===== src/pkg/csfcr_regs.svh =====
// register map, reset values and timing constants of the codec serial framer
// Function
// - the bit clock is the master clock divided by four and times all serial transfers.
// - all timing (bit clock, frame rate) comes from integer divisions of the master clock.
// - the receive frame sync is driven low for the whole time outgoing sample bits shift out.
// - the most significant outgoing bit is on the receive serial line before its sync falls.
// - the transmit sync is driven low through the transfer; the host shifts in when it falls.
// - reset initialises all counters and the control register, then starts serial traffic.
// - after reset the dividers give a 16 kHz frame rate from a 10.368 MHz master clock.
// - reset loads both conversion-rate tweak registers with one.
// - reset clears control bits 11 and 10 and sets control bit 9.
// - reset sets control bits 7, 6, 5 and 2 and clears control bits 4 and 3.
// - the bit clock output is held high while reset is asserted.
// - in dual-word mode control bit 11 is driven onto the auxiliary pin one master clock later.
`ifndef CSFCR_REGS_SVH
`define CSFCR_REGS_SVH

// ----------------------------------------------------------------------------
// register offsets (byte addresses)
// ----------------------------------------------------------------------------
`define CSFCR_OFF_CTRL    8'h00
`define CSFCR_OFF_TX_DIV  8'h04
`define CSFCR_OFF_RX_DIV  8'h08
`define CSFCR_OFF_TWEAK   8'h0C
`define CSFCR_OFF_MODE    8'h10
`define CSFCR_OFF_TX_WORD 8'h14
`define CSFCR_OFF_RX_WORD 8'h18
`define CSFCR_OFF_STATUS  8'h1C
`define CSFCR_ADDR_MASK   8'hFC

// ----------------------------------------------------------------------------
// reset values
// ----------------------------------------------------------------------------
`define CSFCR_CTRL_RST    12'h2E4
`define CSFCR_DIV_A_RST   8'h12
`define CSFCR_DIV_B_RST   8'h12
`define CSFCR_TWEAK_RST   8'h01

// ----------------------------------------------------------------------------
// field positions
// ----------------------------------------------------------------------------
`define CSFCR_CTRL_AUX_BIT 11
`define CSFCR_ST_RX_VALID  0
`define CSFCR_ST_OVERRUN   1
`define CSFCR_ST_UNDERRUN  2

// ----------------------------------------------------------------------------
// timing
// ----------------------------------------------------------------------------
`define CSFCR_MCLK_HZ      10368000
`define CSFCR_CONV_HZ      16000
`define CSFCR_SCLK_DIV     4
`define CSFCR_FALL_PHASE   2'h1
`define CSFCR_RISE_PHASE   2'h3
`define CSFCR_LAST_BIT     4'hF
`define CSFCR_MIN_PERIOD   17'h00080
`define CSFCR_WORD_W       16
`define CSFCR_FIFO_DEPTH   16

`endif


===== src/pkg/csfcr_pkg.sv =====
// types shared by the codec serial framer modules
package csfcr_pkg;

  typedef struct packed {
    logic [7:0] count_b;
    logic [7:0] count_a;
  } csfcr_div_s;

  typedef enum logic [1:0] {
    CSFCR_IDLE  = 2'b00,
    CSFCR_LEAD  = 2'b01,
    CSFCR_SHIFT = 2'b10
  } csfcr_frame_e;

endpackage


===== src/hw/csfcr_top.sv =====
// codec serial port framing, bit clock and reset with AXI4-Lite registers
`include "csfcr_regs.svh"

module csfcr_top
  import csfcr_pkg::*;
(
  input  wire logic        aclk,
  input  wire logic        aresetn,
  input  wire logic [7:0]  s_axi_awaddr,
  input  wire logic [2:0]  s_axi_awprot,
  input  wire logic        s_axi_awvalid,
  output logic             s_axi_awready,
  input  wire logic [31:0] s_axi_wdata,
  input  wire logic [3:0]  s_axi_wstrb,
  input  wire logic        s_axi_wvalid,
  output logic             s_axi_wready,
  output logic [1:0]       s_axi_bresp,
  output logic             s_axi_bvalid,
  input  wire logic        s_axi_bready,
  input  wire logic [7:0]  s_axi_araddr,
  input  wire logic [2:0]  s_axi_arprot,
  input  wire logic        s_axi_arvalid,
  output logic             s_axi_arready,
  output logic [31:0]      s_axi_rdata,
  output logic [1:0]       s_axi_rresp,
  output logic             s_axi_rvalid,
  input  wire logic        s_axi_rready,
  output logic             shift_clk,
  output logic             rx_frame_sync,
  output logic             rx_serial_line,
  output logic             tx_frame_sync,
  input  wire logic        tx_serial_line,
  output logic             aux_bit_eleven_pin
);

  // --------------------------------------------------------------------------
  // registers and internal signals
  // --------------------------------------------------------------------------
  logic [11:0]   ctrl;
  csfcr_div_s    div_q [2];
  logic [7:0]    tweak [2];
  logic          dual_word;
  logic [15:0]   rx_word;
  logic          rx_valid;
  logic          overrun;
  logic          underrun;

  logic [1:0]    phase;
  logic          fall_ev;
  logic          rise_ev;
  logic [1:0]    sin_sync;
  logic          sin_s;

  logic [1:0]    wrap;
  logic [1:0]    pend;
  logic [1:0]    start;
  logic [1:0]    done;
  logic [1:0]    fs;
  csfcr_frame_e  st     [2];
  logic [3:0]    bitcnt [2];
  logic [15:0]   sh     [2];

  logic          fifo_in_valid;
  logic          fifo_in_ready;
  logic          fifo_out_valid;
  logic [15:0]   fifo_out_data;

  logic [7:0]    aw_addr;
  logic [31:0]   w_data;
  logic [3:0]    w_strb;
  logic          do_write;
  logic          wr_txw;
  logic          wr_status;
  logic          rd_rxw;

  function automatic logic [31:0] merge(input logic [31:0] old,
                                        input logic [31:0] nw,
                                        input logic [3:0]  strb);
    logic [31:0] m;
    m = '0;
    for (int i = 0; i < 4; i++) begin
      m[i*8 +: 8] = {8{strb[i]}};
    end
    return (old & ~m) | (nw & m);
  endfunction

  function automatic logic mapped(input logic [7:0] a);
    logic [7:0] k;
    k = a & `CSFCR_ADDR_MASK;
    return k == `CSFCR_OFF_CTRL    || k == `CSFCR_OFF_TX_DIV  ||
           k == `CSFCR_OFF_RX_DIV  || k == `CSFCR_OFF_TWEAK   ||
           k == `CSFCR_OFF_MODE    || k == `CSFCR_OFF_TX_WORD ||
           k == `CSFCR_OFF_RX_WORD || k == `CSFCR_OFF_STATUS;
  endfunction

  // --------------------------------------------------------------------------
  // bit clock: master clock divided by four, high while in reset
  // --------------------------------------------------------------------------
  always_ff @(posedge aclk) begin
    if (!aresetn) begin
      phase <= 2'h0;
    end else begin
      phase <= phase + 2'h1;
    end
  end

  assign fall_ev = phase == `CSFCR_FALL_PHASE;
  assign rise_ev = phase == `CSFCR_RISE_PHASE;

  always_ff @(posedge aclk) begin
    if (!aresetn) begin
      shift_clk <= 1'b1;
    end else if (fall_ev) begin
      shift_clk <= 1'b0;
    end else if (rise_ev) begin
      shift_clk <= 1'b1;
    end
  end

  always_ff @(posedge aclk) begin
    if (!aresetn) begin
      sin_sync <= 2'b00;
    end else begin
      sin_sync <= {sin_sync[0], tx_serial_line};
    end
  end

  assign sin_s = sin_sync[1];

  // --------------------------------------------------------------------------
  // frame engines: channel 0 sends samples out, channel 1 takes words in
  // --------------------------------------------------------------------------
  for (genvar ch = 0; ch < 2; ch++) begin : g_frame
    csfcr_rate_div u_div (
      .aclk    (aclk),
      .aresetn (aresetn),
      .div     (div_q[ch]),
      .wrap    (wrap[ch])
    );

    assign start[ch] = fall_ev & pend[ch] & (st[ch] == CSFCR_IDLE);
    assign done[ch]  = rise_ev & (st[ch] == CSFCR_SHIFT) &
                       (bitcnt[ch] == `CSFCR_LAST_BIT);

    // pending from reset so that traffic begins at once
    always_ff @(posedge aclk) begin
      if (!aresetn) begin
        pend[ch] <= 1'b1;
      end else if (wrap[ch]) begin
        pend[ch] <= 1'b1;
      end else if (start[ch]) begin
        pend[ch] <= 1'b0;
      end
    end

    always_ff @(posedge aclk) begin
      if (!aresetn) begin
        st[ch]     <= CSFCR_IDLE;
        fs[ch]     <= 1'b1;
        bitcnt[ch] <= 4'h0;
        sh[ch]     <= 16'h0000;
      end else begin
        unique case (st[ch])
          CSFCR_IDLE: begin
            if (start[ch]) begin
              st[ch] <= CSFCR_LEAD;
              // msb goes out on a falling edge, before the sync drops
              if (ch == 0 && fifo_out_valid) begin
                sh[ch] <= fifo_out_data;
              end else begin
                sh[ch] <= 16'h0000;
              end
            end
          end
          CSFCR_LEAD: begin
            if (rise_ev) begin
              st[ch]     <= CSFCR_SHIFT;
              fs[ch]     <= 1'b0;
              bitcnt[ch] <= 4'h0;
            end
          end
          CSFCR_SHIFT: begin
            if (rise_ev) begin
              sh[ch] <= {sh[ch][14:0], (ch == 1) ? sin_s : 1'b0};
              if (bitcnt[ch] == `CSFCR_LAST_BIT) begin
                st[ch] <= CSFCR_IDLE;
                fs[ch] <= 1'b1;
              end else begin
                bitcnt[ch] <= bitcnt[ch] + 4'h1;
              end
            end
          end
          default: begin
            st[ch] <= CSFCR_IDLE;
            fs[ch] <= 1'b1;
          end
        endcase
      end
    end
  end

  assign rx_frame_sync  = fs[0];
  assign tx_frame_sync  = fs[1];
  assign rx_serial_line = sh[0][15];

  // --------------------------------------------------------------------------
  // sample fifo toward the outgoing shifter
  // --------------------------------------------------------------------------
  csfcr_fifo #(
    .WIDTH (`CSFCR_WORD_W),
    .DEPTH (`CSFCR_FIFO_DEPTH)
  ) u_fifo (
    .aclk      (aclk),
    .aresetn   (aresetn),
    .in_valid  (fifo_in_valid),
    .in_ready  (fifo_in_ready),
    .in_data   (w_data[15:0]),
    .out_valid (fifo_out_valid),
    .out_ready (start[0]),
    .out_data  (fifo_out_data)
  );

  // --------------------------------------------------------------------------
  // captured words and sticky flags; a set beats a clear in the same cycle
  // --------------------------------------------------------------------------
  always_ff @(posedge aclk) begin
    if (!aresetn) begin
      rx_word  <= 16'h0000;
      rx_valid <= 1'b0;
      overrun  <= 1'b0;
      underrun <= 1'b0;
    end else begin
      if (done[1]) begin
        rx_word <= {sh[1][14:0], sin_s};
      end
      if (done[1]) begin
        rx_valid <= 1'b1;
      end else if (rd_rxw) begin
        rx_valid <= 1'b0;
      end
      if (done[1] && rx_valid && !rd_rxw) begin
        overrun <= 1'b1;
      end else if (wr_status && w_data[`CSFCR_ST_OVERRUN]) begin
        overrun <= 1'b0;
      end
      if (start[0] && !fifo_out_valid) begin
        underrun <= 1'b1;
      end else if (wr_status && w_data[`CSFCR_ST_UNDERRUN]) begin
        underrun <= 1'b0;
      end
    end
  end

  always_ff @(posedge aclk) begin
    if (!aresetn) begin
      aux_bit_eleven_pin <= 1'b0;
    end else begin
      aux_bit_eleven_pin <= dual_word & ctrl[`CSFCR_CTRL_AUX_BIT];
    end
  end

  // --------------------------------------------------------------------------
  // AXI4-Lite write channel: address and data taken in either order
  // --------------------------------------------------------------------------
  assign wr_txw   = (aw_addr & `CSFCR_ADDR_MASK) == `CSFCR_OFF_TX_WORD;
  // a full fifo stalls the write response, pushing back on software
  assign do_write = !s_axi_awready & !s_axi_wready & !s_axi_bvalid &
                    (!wr_txw | fifo_in_ready);
  assign fifo_in_valid = do_write & wr_txw & (|w_strb[1:0]);
  assign wr_status = do_write &
                     ((aw_addr & `CSFCR_ADDR_MASK) == `CSFCR_OFF_STATUS);

  always_ff @(posedge aclk) begin
    if (!aresetn) begin
      s_axi_awready <= 1'b1;
      s_axi_wready  <= 1'b1;
      s_axi_bvalid  <= 1'b0;
      s_axi_bresp   <= 2'b00;
      aw_addr       <= 8'h00;
      w_data        <= 32'h0000_0000;
      w_strb        <= 4'h0;
    end else begin
      if (s_axi_awvalid && s_axi_awready) begin
        aw_addr       <= s_axi_awaddr;
        s_axi_awready <= 1'b0;
      end
      if (s_axi_wvalid && s_axi_wready) begin
        w_data       <= s_axi_wdata;
        w_strb       <= s_axi_wstrb;
        s_axi_wready <= 1'b0;
      end
      if (do_write) begin
        s_axi_awready <= 1'b1;
        s_axi_wready  <= 1'b1;
        s_axi_bvalid  <= 1'b1;
        s_axi_bresp   <= mapped(aw_addr) ? 2'b00 : 2'b10;
      end else if (s_axi_bvalid && s_axi_bready) begin
        s_axi_bvalid <= 1'b0;
      end
    end
  end

  always_ff @(posedge aclk) begin
    if (!aresetn) begin
      ctrl      <= `CSFCR_CTRL_RST;
      div_q[0]  <= '{count_b: `CSFCR_DIV_B_RST, count_a: `CSFCR_DIV_A_RST};
      div_q[1]  <= '{count_b: `CSFCR_DIV_B_RST, count_a: `CSFCR_DIV_A_RST};
      tweak[0]  <= `CSFCR_TWEAK_RST;
      tweak[1]  <= `CSFCR_TWEAK_RST;
      dual_word <= 1'b0;
    end else if (do_write) begin
      unique case (aw_addr & `CSFCR_ADDR_MASK)
        `CSFCR_OFF_CTRL:
          ctrl <= 12'(merge({20'h0, ctrl}, w_data, w_strb));
        `CSFCR_OFF_TX_DIV:
          div_q[1] <= 16'(merge({16'h0, div_q[1]}, w_data, w_strb));
        `CSFCR_OFF_RX_DIV:
          div_q[0] <= 16'(merge({16'h0, div_q[0]}, w_data, w_strb));
        `CSFCR_OFF_TWEAK: begin
          if (w_strb[0]) tweak[1] <= w_data[7:0];
          if (w_strb[1]) tweak[0] <= w_data[15:8];
        end
        `CSFCR_OFF_MODE:
          if (w_strb[0]) dual_word <= w_data[0];
        default: ;
      endcase
    end
  end

  // --------------------------------------------------------------------------
  // AXI4-Lite read channel
  // --------------------------------------------------------------------------
  assign rd_rxw = s_axi_arvalid & s_axi_arready &
                  ((s_axi_araddr & `CSFCR_ADDR_MASK) == `CSFCR_OFF_RX_WORD);

  always_ff @(posedge aclk) begin
    if (!aresetn) begin
      s_axi_arready <= 1'b1;
      s_axi_rvalid  <= 1'b0;
      s_axi_rresp   <= 2'b00;
      s_axi_rdata   <= 32'h0000_0000;
    end else if (s_axi_arvalid && s_axi_arready) begin
      s_axi_arready <= 1'b0;
      s_axi_rvalid  <= 1'b1;
      s_axi_rresp   <= mapped(s_axi_araddr) ? 2'b00 : 2'b10;
      unique case (s_axi_araddr & `CSFCR_ADDR_MASK)
        `CSFCR_OFF_CTRL:    s_axi_rdata <= {20'h0, ctrl};
        `CSFCR_OFF_TX_DIV:  s_axi_rdata <= {16'h0, div_q[1]};
        `CSFCR_OFF_RX_DIV:  s_axi_rdata <= {16'h0, div_q[0]};
        `CSFCR_OFF_TWEAK:   s_axi_rdata <= {16'h0, tweak[0], tweak[1]};
        `CSFCR_OFF_MODE:    s_axi_rdata <= {31'h0, dual_word};
        `CSFCR_OFF_RX_WORD: s_axi_rdata <= {15'h0, rx_valid, rx_word};
        `CSFCR_OFF_STATUS:
          s_axi_rdata <= {24'h0, fs[1], fs[0], !fifo_in_ready,
                          !fifo_out_valid, 1'b0, underrun, overrun,
                          rx_valid};
        default:            s_axi_rdata <= 32'h0000_0000;
      endcase
    end else if (s_axi_rvalid && s_axi_rready) begin
      s_axi_rvalid  <= 1'b0;
      s_axi_arready <= 1'b1;
    end
  end

endmodule // csfcr_top


===== src/hw/csfcr_fifo.sv =====
// first-word-fall-through fifo with registered read data
module csfcr_fifo #(
  parameter int WIDTH = 16,
  parameter int DEPTH = 16
) (
  input  wire logic             aclk,
  input  wire logic             aresetn,
  input  wire logic             in_valid,
  output logic                  in_ready,
  input  wire logic [WIDTH-1:0] in_data,
  output logic                  out_valid,
  input  wire logic             out_ready,
  output logic      [WIDTH-1:0] out_data
);
  localparam int AW = $clog2(DEPTH);

  logic [WIDTH-1:0] mem [DEPTH];
  logic [AW-1:0]    wr_ptr;
  logic [AW-1:0]    rd_ptr;
  logic [AW:0]      count;
  logic             push;
  logic             pop;
  logic [AW-1:0]    next_rd;
  logic [AW:0]      next_count;

  assign push       = in_valid & in_ready;
  assign pop        = out_valid & out_ready;
  assign next_rd    = rd_ptr + AW'(pop);
  assign next_count = count + (AW+1)'(push) - (AW+1)'(pop);

  always_ff @(posedge aclk) begin
    if (push) begin
      mem[wr_ptr] <= in_data;
    end
  end

  always_ff @(posedge aclk) begin
    if (!aresetn) begin
      wr_ptr    <= '0;
      rd_ptr    <= '0;
      count     <= '0;
      in_ready  <= 1'b0;
      out_valid <= 1'b0;
    end else begin
      wr_ptr    <= wr_ptr + AW'(push);
      rd_ptr    <= next_rd;
      count     <= next_count;
      in_ready  <= next_count != (AW+1)'(DEPTH);
      out_valid <= next_count != '0;
    end
  end

  // bypass covers a write into the slot that becomes the head
  always_ff @(posedge aclk) begin
    if (!aresetn) begin
      out_data <= '0;
    end else if (push && wr_ptr == next_rd) begin
      out_data <= in_data;
    end else begin
      out_data <= mem[next_rd];
    end
  end

endmodule // csfcr_fifo


===== src/hw/csfcr_rate_div.sv =====
// conversion-rate divider: one wrap pulse every 2*a*b master clocks, never fewer than 128
module csfcr_rate_div
  import csfcr_pkg::*;
(
  input  wire logic       aclk,
  input  wire logic       aresetn,
  input  csfcr_div_s      div,
  output logic            wrap
);
  logic [16:0] cnt;
  logic [15:0] prod;
  logic [16:0] period;

  // a period shorter than one frame would overrun the shifter
  always_comb begin
    prod   = 16'(div.count_a) * 16'(div.count_b);
    period = {prod, 1'b0};
    if (period < `CSFCR_MIN_PERIOD) begin
      period = `CSFCR_MIN_PERIOD;
    end
  end

  always_ff @(posedge aclk) begin
    if (!aresetn) begin
      cnt  <= '0;
      wrap <= 1'b0;
    end else if (cnt >= period - 17'h1) begin
      cnt  <= '0;
      wrap <= 1'b1;
    end else begin
      cnt  <= cnt + 17'h1;
      wrap <= 1'b0;
    end
  end

endmodule // csfcr_rate_div


===== config.mk =====
export PLATFORM = sky130hd
export DESIGN_NAME = csfcr_top
export DESIGN_NICKNAME = d
export VERILOG_FILES = /design/src/pkg/csfcr_pkg.sv /design/src/hw/csfcr_top.sv /design/src/hw/csfcr_fifo.sv /design/src/hw/csfcr_rate_div.sv
export VERILOG_INCLUDE_DIRS = /design/src /design/src/pkg
export SDC_FILE = /design/constraint.sdc
export NUM_CORES = 1
export LEC_CHECK = 0
export ABC_AREA = 1
export CAP_MARGIN = 0
export CORE_ASPECT_RATIO = 1.75
export CORE_UTILIZATION = 65
export DETAILED_ROUTE_END_ITERATION = 12
export DONT_BUFFER_PORTS = 1
export MAX_ROUTING_LAYER = met4
export PLACE_DENSITY_LB_ADDON = 0.2
export SLEW_MARGIN = 20
export SYNTH_ARGS = -nofsm -noshare
export SYNTH_HDL_FRONTEND = slang
export SYNTH_SLANG_ARGS = --single-unit

===== constraint.sdc =====
create_clock -name aclk -period 9 [get_ports aclk]
set_input_delay 0.45 -clock aclk [delete_from_list [all_inputs] [get_ports aclk]]
set_output_delay 0.45 -clock aclk [all_outputs]
set_load 0.05 [all_outputs]

# Word-level counts from Yosys, hierarchy flattened
# Memories as Yosys holds them, arrays and structs flattened. A register that Yosys moved wholly into a read port is not among the register bits.
# Cells that the tools add are included.
word_totals:
  register_bits: 160
  mem_bits_rw: 348
  mem_count: 6
  in_bits: 66
classes:
  multipliers: 2
  bitwise_logic: 50
  add_sub_neg: 11
  eq_ne: 29
  n_lt_le_gt_ge: 4
  n_reduce_logical: 55
  muxes: 127
memory_table:
  columns: ["name", "words", "width", "rd", "rd_ports_with_merged_regs", "write_ports", "line_no", "text"]
  rows:
  - ["u_fifo.mem", 16, 16, 1, 1, 1, "csfcr_fifo.sv:17", "logic [WIDTH-1:0] mem [DEPTH];"]
  - ["div_q", 2, 16, 2, 0, 2, "csfcr_top.sv:40", "csfcr_div_s div_q [2];"]
  - ["sh", 2, 16, 2, 0, 2, "csfcr_top.sv:61", "logic [15:0] sh [2];"]
  - ["tweak", 2, 8, 2, 0, 2, "csfcr_top.sv:41", "logic [7:0] tweak [2];"]
  - ["bitcnt", 2, 4, 2, 0, 2, "csfcr_top.sv:60", "logic [3:0] bitcnt [2];"]
  - ["st", 2, 2, 2, 0, 2, "csfcr_top.sv:59", "csfcr_frame_e st [2];"]
op_table:
  columns: ["cell", "count"]
  rows:
  - ["$pmux W17 S7", 1]
  - ["$mux W16", 7]
  - ["$mux W1", 99]
  - ["$and A16 B16 Y16", 3]
  - ["$eq A6 B3 Y1 const B", 8]
  - ["$add A17 B1 Y17 const B", 2]
  - ["$ge A17 B17 Y1", 2]
  - ["$lt A17 B8 Y1 const B", 2]
  - ["$mux W17", 2]
  - ["$sub A17 B1 Y17 const B", 2]
  - ["$mul A8 B8 Y16", 2]
  - ["$or A16 B16 Y16", 2]
  - ["$eq A6 B2 Y1 const B", 4]
  - ["$or A1 B1 Y1", 22]
  - ["$mux W2", 10]
  - ["$and A1 B1 Y1", 17]
  - ["$logic_not A8 Y1", 2]
  - ["$mux W4", 4]
  - ["$mux W8", 2]
  - ["$not A16 Y16", 1]
  - ["$logic_or A1 B1 Y1", 14]
  - ["$and A12 B12 Y12", 1]
  - ["$eq A6 B1 Y1 const B", 2]
  - ["$or A12 B12 Y12", 1]
  - ["23 further kinds", 66]

# Depth between registers and ports, before layout
logic_depth:
  word_depth: 11
  ltp_mapped: 40
  ltp_nobuf: 39

# Cells and area by module
# A second synthesis with hierarchy kept.
hier_totals:
  cells_unflattened: 3407
  hier_area_um2: 29024.1
modules_own_cells:
  columns: ["mod", "n_inst", "cells_each", "seq_area_each_um2", "area_per_inst_um2"]
  rows:
  - ["csfcr_fifo", 1, 1206, 8308.0, 12733.5]
  - ["csfcr_top", 1, 943, 4534.3, 8085.3]
  - ["csfcr_rate_div (g_frame[1].u_div)", 1, 620, 360.3, 4110.2]
  - ["csfcr_rate_div (g_frame[0].u_div)", 1, 638, 360.3, 4095.2]

# Worst setup path before layout
# No wires, ideal clock.
synth_path:
  path_type: "flip-flop to flip-flop"
  startpoint: "memory div_q[0][0] (netlist name)"
  endpoint: "register g_frame[0].u_div.cnt[10]"
  n_path_buf: 2
  path_slack_ps: 2536
  arrival_time_ps: 6398
  synth_period_minus_slack_ps: 6464
  t_required_ps: 8934
  stages_incl_launch_ff: 35
  cell_sequence: "edfxtp_1 -> clkbuf_1 -> nand2_1 -> fa_1 -> fa_1 -> inv_1 -> fa_1 -> inv_1 -> fa_1 -> inv_1 -> ha_1 -> nand2_1 -> nand2_1 -> a21oi_1 -> nand2_1 -> nand2_1 -> nand2_1 -> nor2_2 -> nand2_2 -> nor2_4 -> nand2_8 -> nand2_1 -> ha_1 -> nand3b_2 -> nor2_2 -> xor2_1 -> ha_1 -> nand2_1 -> inv_1 -> o21ai_0 -> a21oi_1 -> a2111oi_0 -> nand4_1 -> clkbuf_1 -> nor2_1"
synth_rtl:
  columns: ["item", "line_no", "text"]
  rows:
  - ["start, declared", "csfcr_top.sv:40", null]
  - ["end signal, assigned", "csfcr_rate_div.sv:31", "cnt <= cnt + 17'h1;"]
  - ["end, declared", "csfcr_rate_div.sv:10", "logic [16:0] cnt;"]

==> results by group <==
Worst setup path
  • WP data required: approximately 9.5 ns
  • Largest stage delay on the critical path: roughly 0.73 ns
  • Worst path slowest cell: nand4_1
  • Critical path class: reg -> reg
  • CP Launch Type: flop
  • Most common cell type on the critical path: nand2_1
  • Top fanout value on the critical path: 17
  • Worst setup EP type: flop
  • Data arrival time of the worst path: around 8 ns

Cells and area
  • Commonest non-fill, non-tap cell in the layout: nand2_1
  • FF/Latch Area: ~14000 µm²
  • Final Util: roughly 71%
  • P&R area growth vs syn: 7.21%
  • Fill cells: 3143
  • Most frequent cells in the layout: nand2_1 (545), inv_1 (410), nor2_1 (358)
  • Share of cells above drive strength 1: between 5 and 6%
  • Area occupied by multi-input gates: roughly 11000 µm²
  • Fin nets: 3189

Global routing
  • Pin count of the biggest net entering global routing: 92
  • Tot GR Track Use: between 30% and 40%
  • Vias in the first global route: ~20000
  • Initial antenna violation count: 2
  • First-pass GRT wire length: approximately 110000 µm
  • Total gr overflow: 0

Routing
  • Met3 routed wirelength: about 4200 µm
  • DRC viols: 0
  • DR top layer: met4
  • Met1 wire length: 23700 µm
  • Initial DRC count: approximately 1800
  • Routed wl met2: 35500 µm
  • Antenna Nets Post-Route: 0
  • Detailed Route WL: slightly below 70000 µm
  • Via density: between 5 and 6
  • Via count: just over 20000
  • First-pass DRT Iterations: 6
  • Drt wl/cell: roughly 20 µm

Logic synthesis
  • Synth unique cells: 58
  • Synth Register Bits: just over 500
  • Synth Warn #: 0
  • Avg Cell Area, Syn: between 9 and 10 µm²
  • Mapped Area: between 20000 and 30000 µm²
  • Syn Inst Count: 2975
  • Seq/Total Area, Yosys: about 50%

Timing
  • RSZ-0062 raised after global routing: false
  • Max-slew violation count: 0
  • PnR worst setup slack: around 1.4 ns
  • Final period util: a little over four fifths
  • Period minus WS final: roughly 7.6 ns
  • Max Freq: 132 MHz
  • Setup_tns: 0 ns
  • Worst Clk Skew: between 0.03 and 0.04 ns
  • Rel. slew slack: between 20% and 30%
  • Slew @ Worst Pin: around 1.1 ns
  • Final setup vio count: 0
  • Final hold vios: 0

Clocking
  • Clk sinks: roughly 500
  • CTS tree: done
  • Worst-Skew Late Latency: 0.59 ns
  • Clock Tree Buf Depth: 3
  • CTS Buf Count: 45
  • Setup Buffers After CTS: 0
  • Depth of the CTS H-tree: 2
  • Clk slew on worst S/H paths: approximately 0.07 ns
  • Root buffer cell: clkbuf_16

Pwr
  • Seq pwr share: between 40% and 50%
  • P_sw: 1.92 mW
  • Int Power: 4.07 mW
  • Pwr/cell area: about 210 nW/µm²
  • VDD IR max: between 150 and 200 µV
  • Clock network power share: around a third
  • Lkg Pwr: around 13 nW
  • Combinational share of power: a little under a quarter
  • Sw Ratio: approximately a third

Worst hold path
  • Tightest Hold Check Type: in -> reg

Place
  • Dpl hpwl: between 40000 and 50000 µm
  • RD Place Congestion: around 0.97
  • PortBufs: 0
  • DP Worst Slack: 1.42 ns

Die
  • Die area: 42500 µm²
  • Core outline area: approximately 41000 µm²
  • Die width: 156 µm
  • Initial Util: about 66%
  • Io pins: between 100 and 150
  • Die height: roughly 270 µm
  • # rows: between 90 and 100

Run status
  • Status: complete, no violations

Job
  • # Max-Cap Violations: 0
[worst max-delay path, delay by kind of cell (launching register included)]
| kind | cells | cell delay, ns |
|---|---|---|
| adders and majority gates | 7 | 2.97 |
| and+or+nand+nor | 15 | 2.44 |
| AOI/OAI and AO/OA | 4 | 1.00 |
| DFF | 1 | 0.60 |
| buffers and inverters | 5 | 0.24 |
| xor gates and xnor gates | 1 | 0.20 |
[cell type report]
| class | count | share of cell area, % |
|---|---|---|
| clock inverter | 25 | 0.970 |
| tap | 550 | 2.37 |
| inverter | 421 | 5.45 |
| antenna | 2 | 0.0173 |
| clock buffer | 59 | 4.18 |
| multi-input combinational | 1918 | 39.2 |
| timing repair buffer | 39 | 1.05 |
| sequential | 504 | 46.8 |
[per-layer routing]
metal  track usage (%)  vias up
met1              34.8     9844
li1                  -     9770
met2              59.8      813
met4              25.1        0
met5                 -        -
met3              4.15      257
[logic make-up after synthesis]
| logic type | after synthesis | synth area share, % |
|---|---|---|
| flip-flops | 504 | 50.1 |
| other | 1 | 0.0139 |
| AND/OR/NAND/NOR | 1152 | 18.0 |
| buffers and inverters | 569 | 8.15 |
| XOR/XNOR | 55 | 1.84 |
| AO/OA/AOI/OAI | 500 | 10.9 |
| adder cells (fa/ha/maj) | 194 | 11.0 |
[cell usage after synthesis (all sizes together)]
master	count	share of area, %
nand2	567	8.2
inv	418	5.8
nor2	371	5.4
edfxtp	347	39
o21ai	217	4.1
dfxtp	157	12
nand3	144	2.8
a21oi	123	2.3
clkbuf	121	1.7
ha	121	5.6
fa	73	5.4
nand4	40	0.92
o211ai	39	1.1
xor2	39	1.3
o221ai	34	1.1
o22ai	33	0.76
buf	27	0.63
a22oi	18	0.50
a31oi	18	0.42
xnor2	16	0.52
nor3	13	0.24
nand3b	6	0.23
a221oi	4	0.13
or2	4	0.093
a211o	3	0.097
and3	3	0.069
clkinv	3	0.042
o31ai	3	0.15
a2111oi	2	0.065
a21o	2	0.055
and2	2	0.046
o2111ai	2	0.065
a211oi	1	0.028
a32o	1	0.037
and3b	1	0.032
conb	1	0.014
nor3b	1	0.028
[repair_timing]
item / in CTS / in global routing
hold endpoints to repair: 18 / 0
resized for setup: 0 / 0
hold buffers: 5 / 0
[power by group through the flow]
stage | logic [mW] | registers [mW] | clock network (mW)
CTS | 1.37 | 2.65 | 1.97
global route | 1.55 | 2.66 | 2.06
floorplan | 1.09 | 2.64 | 0
global placement | 1.33 | 2.70 | 0
detailed placement | 1.36 | 2.70 | 0
finish | 1.38 | 2.66 | 1.95
[worst paths after layout]
check / to / cells past startpoint / slack [ns] / startpoint
setup / recovery: g_frame[0].u_div.cnt[14] / 32 / 1.45 / div_q[0][0]
hold / removal: s_axi_rvalid / 3 / 0.01 / s_axi_rready
setup reg to reg: g_frame[0].u_div.cnt[14] / 32 / 1.45 / div_q[0][0]
hold reg to reg: sin_sync[1] / 2 / 0.44 / sin_sync[0]
[state kept, by name, indices dropped and copies added (netlist names), 4 cells and up, named ones only]
name and count:
u_fifo.mem 256, g_frame.u_div.cnt 34, div_q 32, sh 31, s_axi_rdata 17, rx_word 16
tweak 16, u_fifo.out_data 16, w_data 16, bitcnt 8, aw_addr 6, u_fifo.count 5
st 4, u_fifo.rd_ptr 4, u_fifo.wr_ptr 4
[per-stage QoR]
stage / cells / power, mW / area (µm²) / hold slack (ns)
6_report: 3518 / 5.99 / 29000 / 0.0138
5_1_grt: 3518 / 6.27 / 29000 / 0.0154
4_1_cts: 3516 / 5.99 / 29000 / 0.00216
3_5_place_dp: 3427 / 4.06 / 27500 / 0.427
3_3_place_gp: 3427 / 4.03 / 27500 / 0.392
2_1_floorplan: 2991 / 3.73 / 27100 / 0.390
No activity file was read; power rests on OpenSTA's default activity.
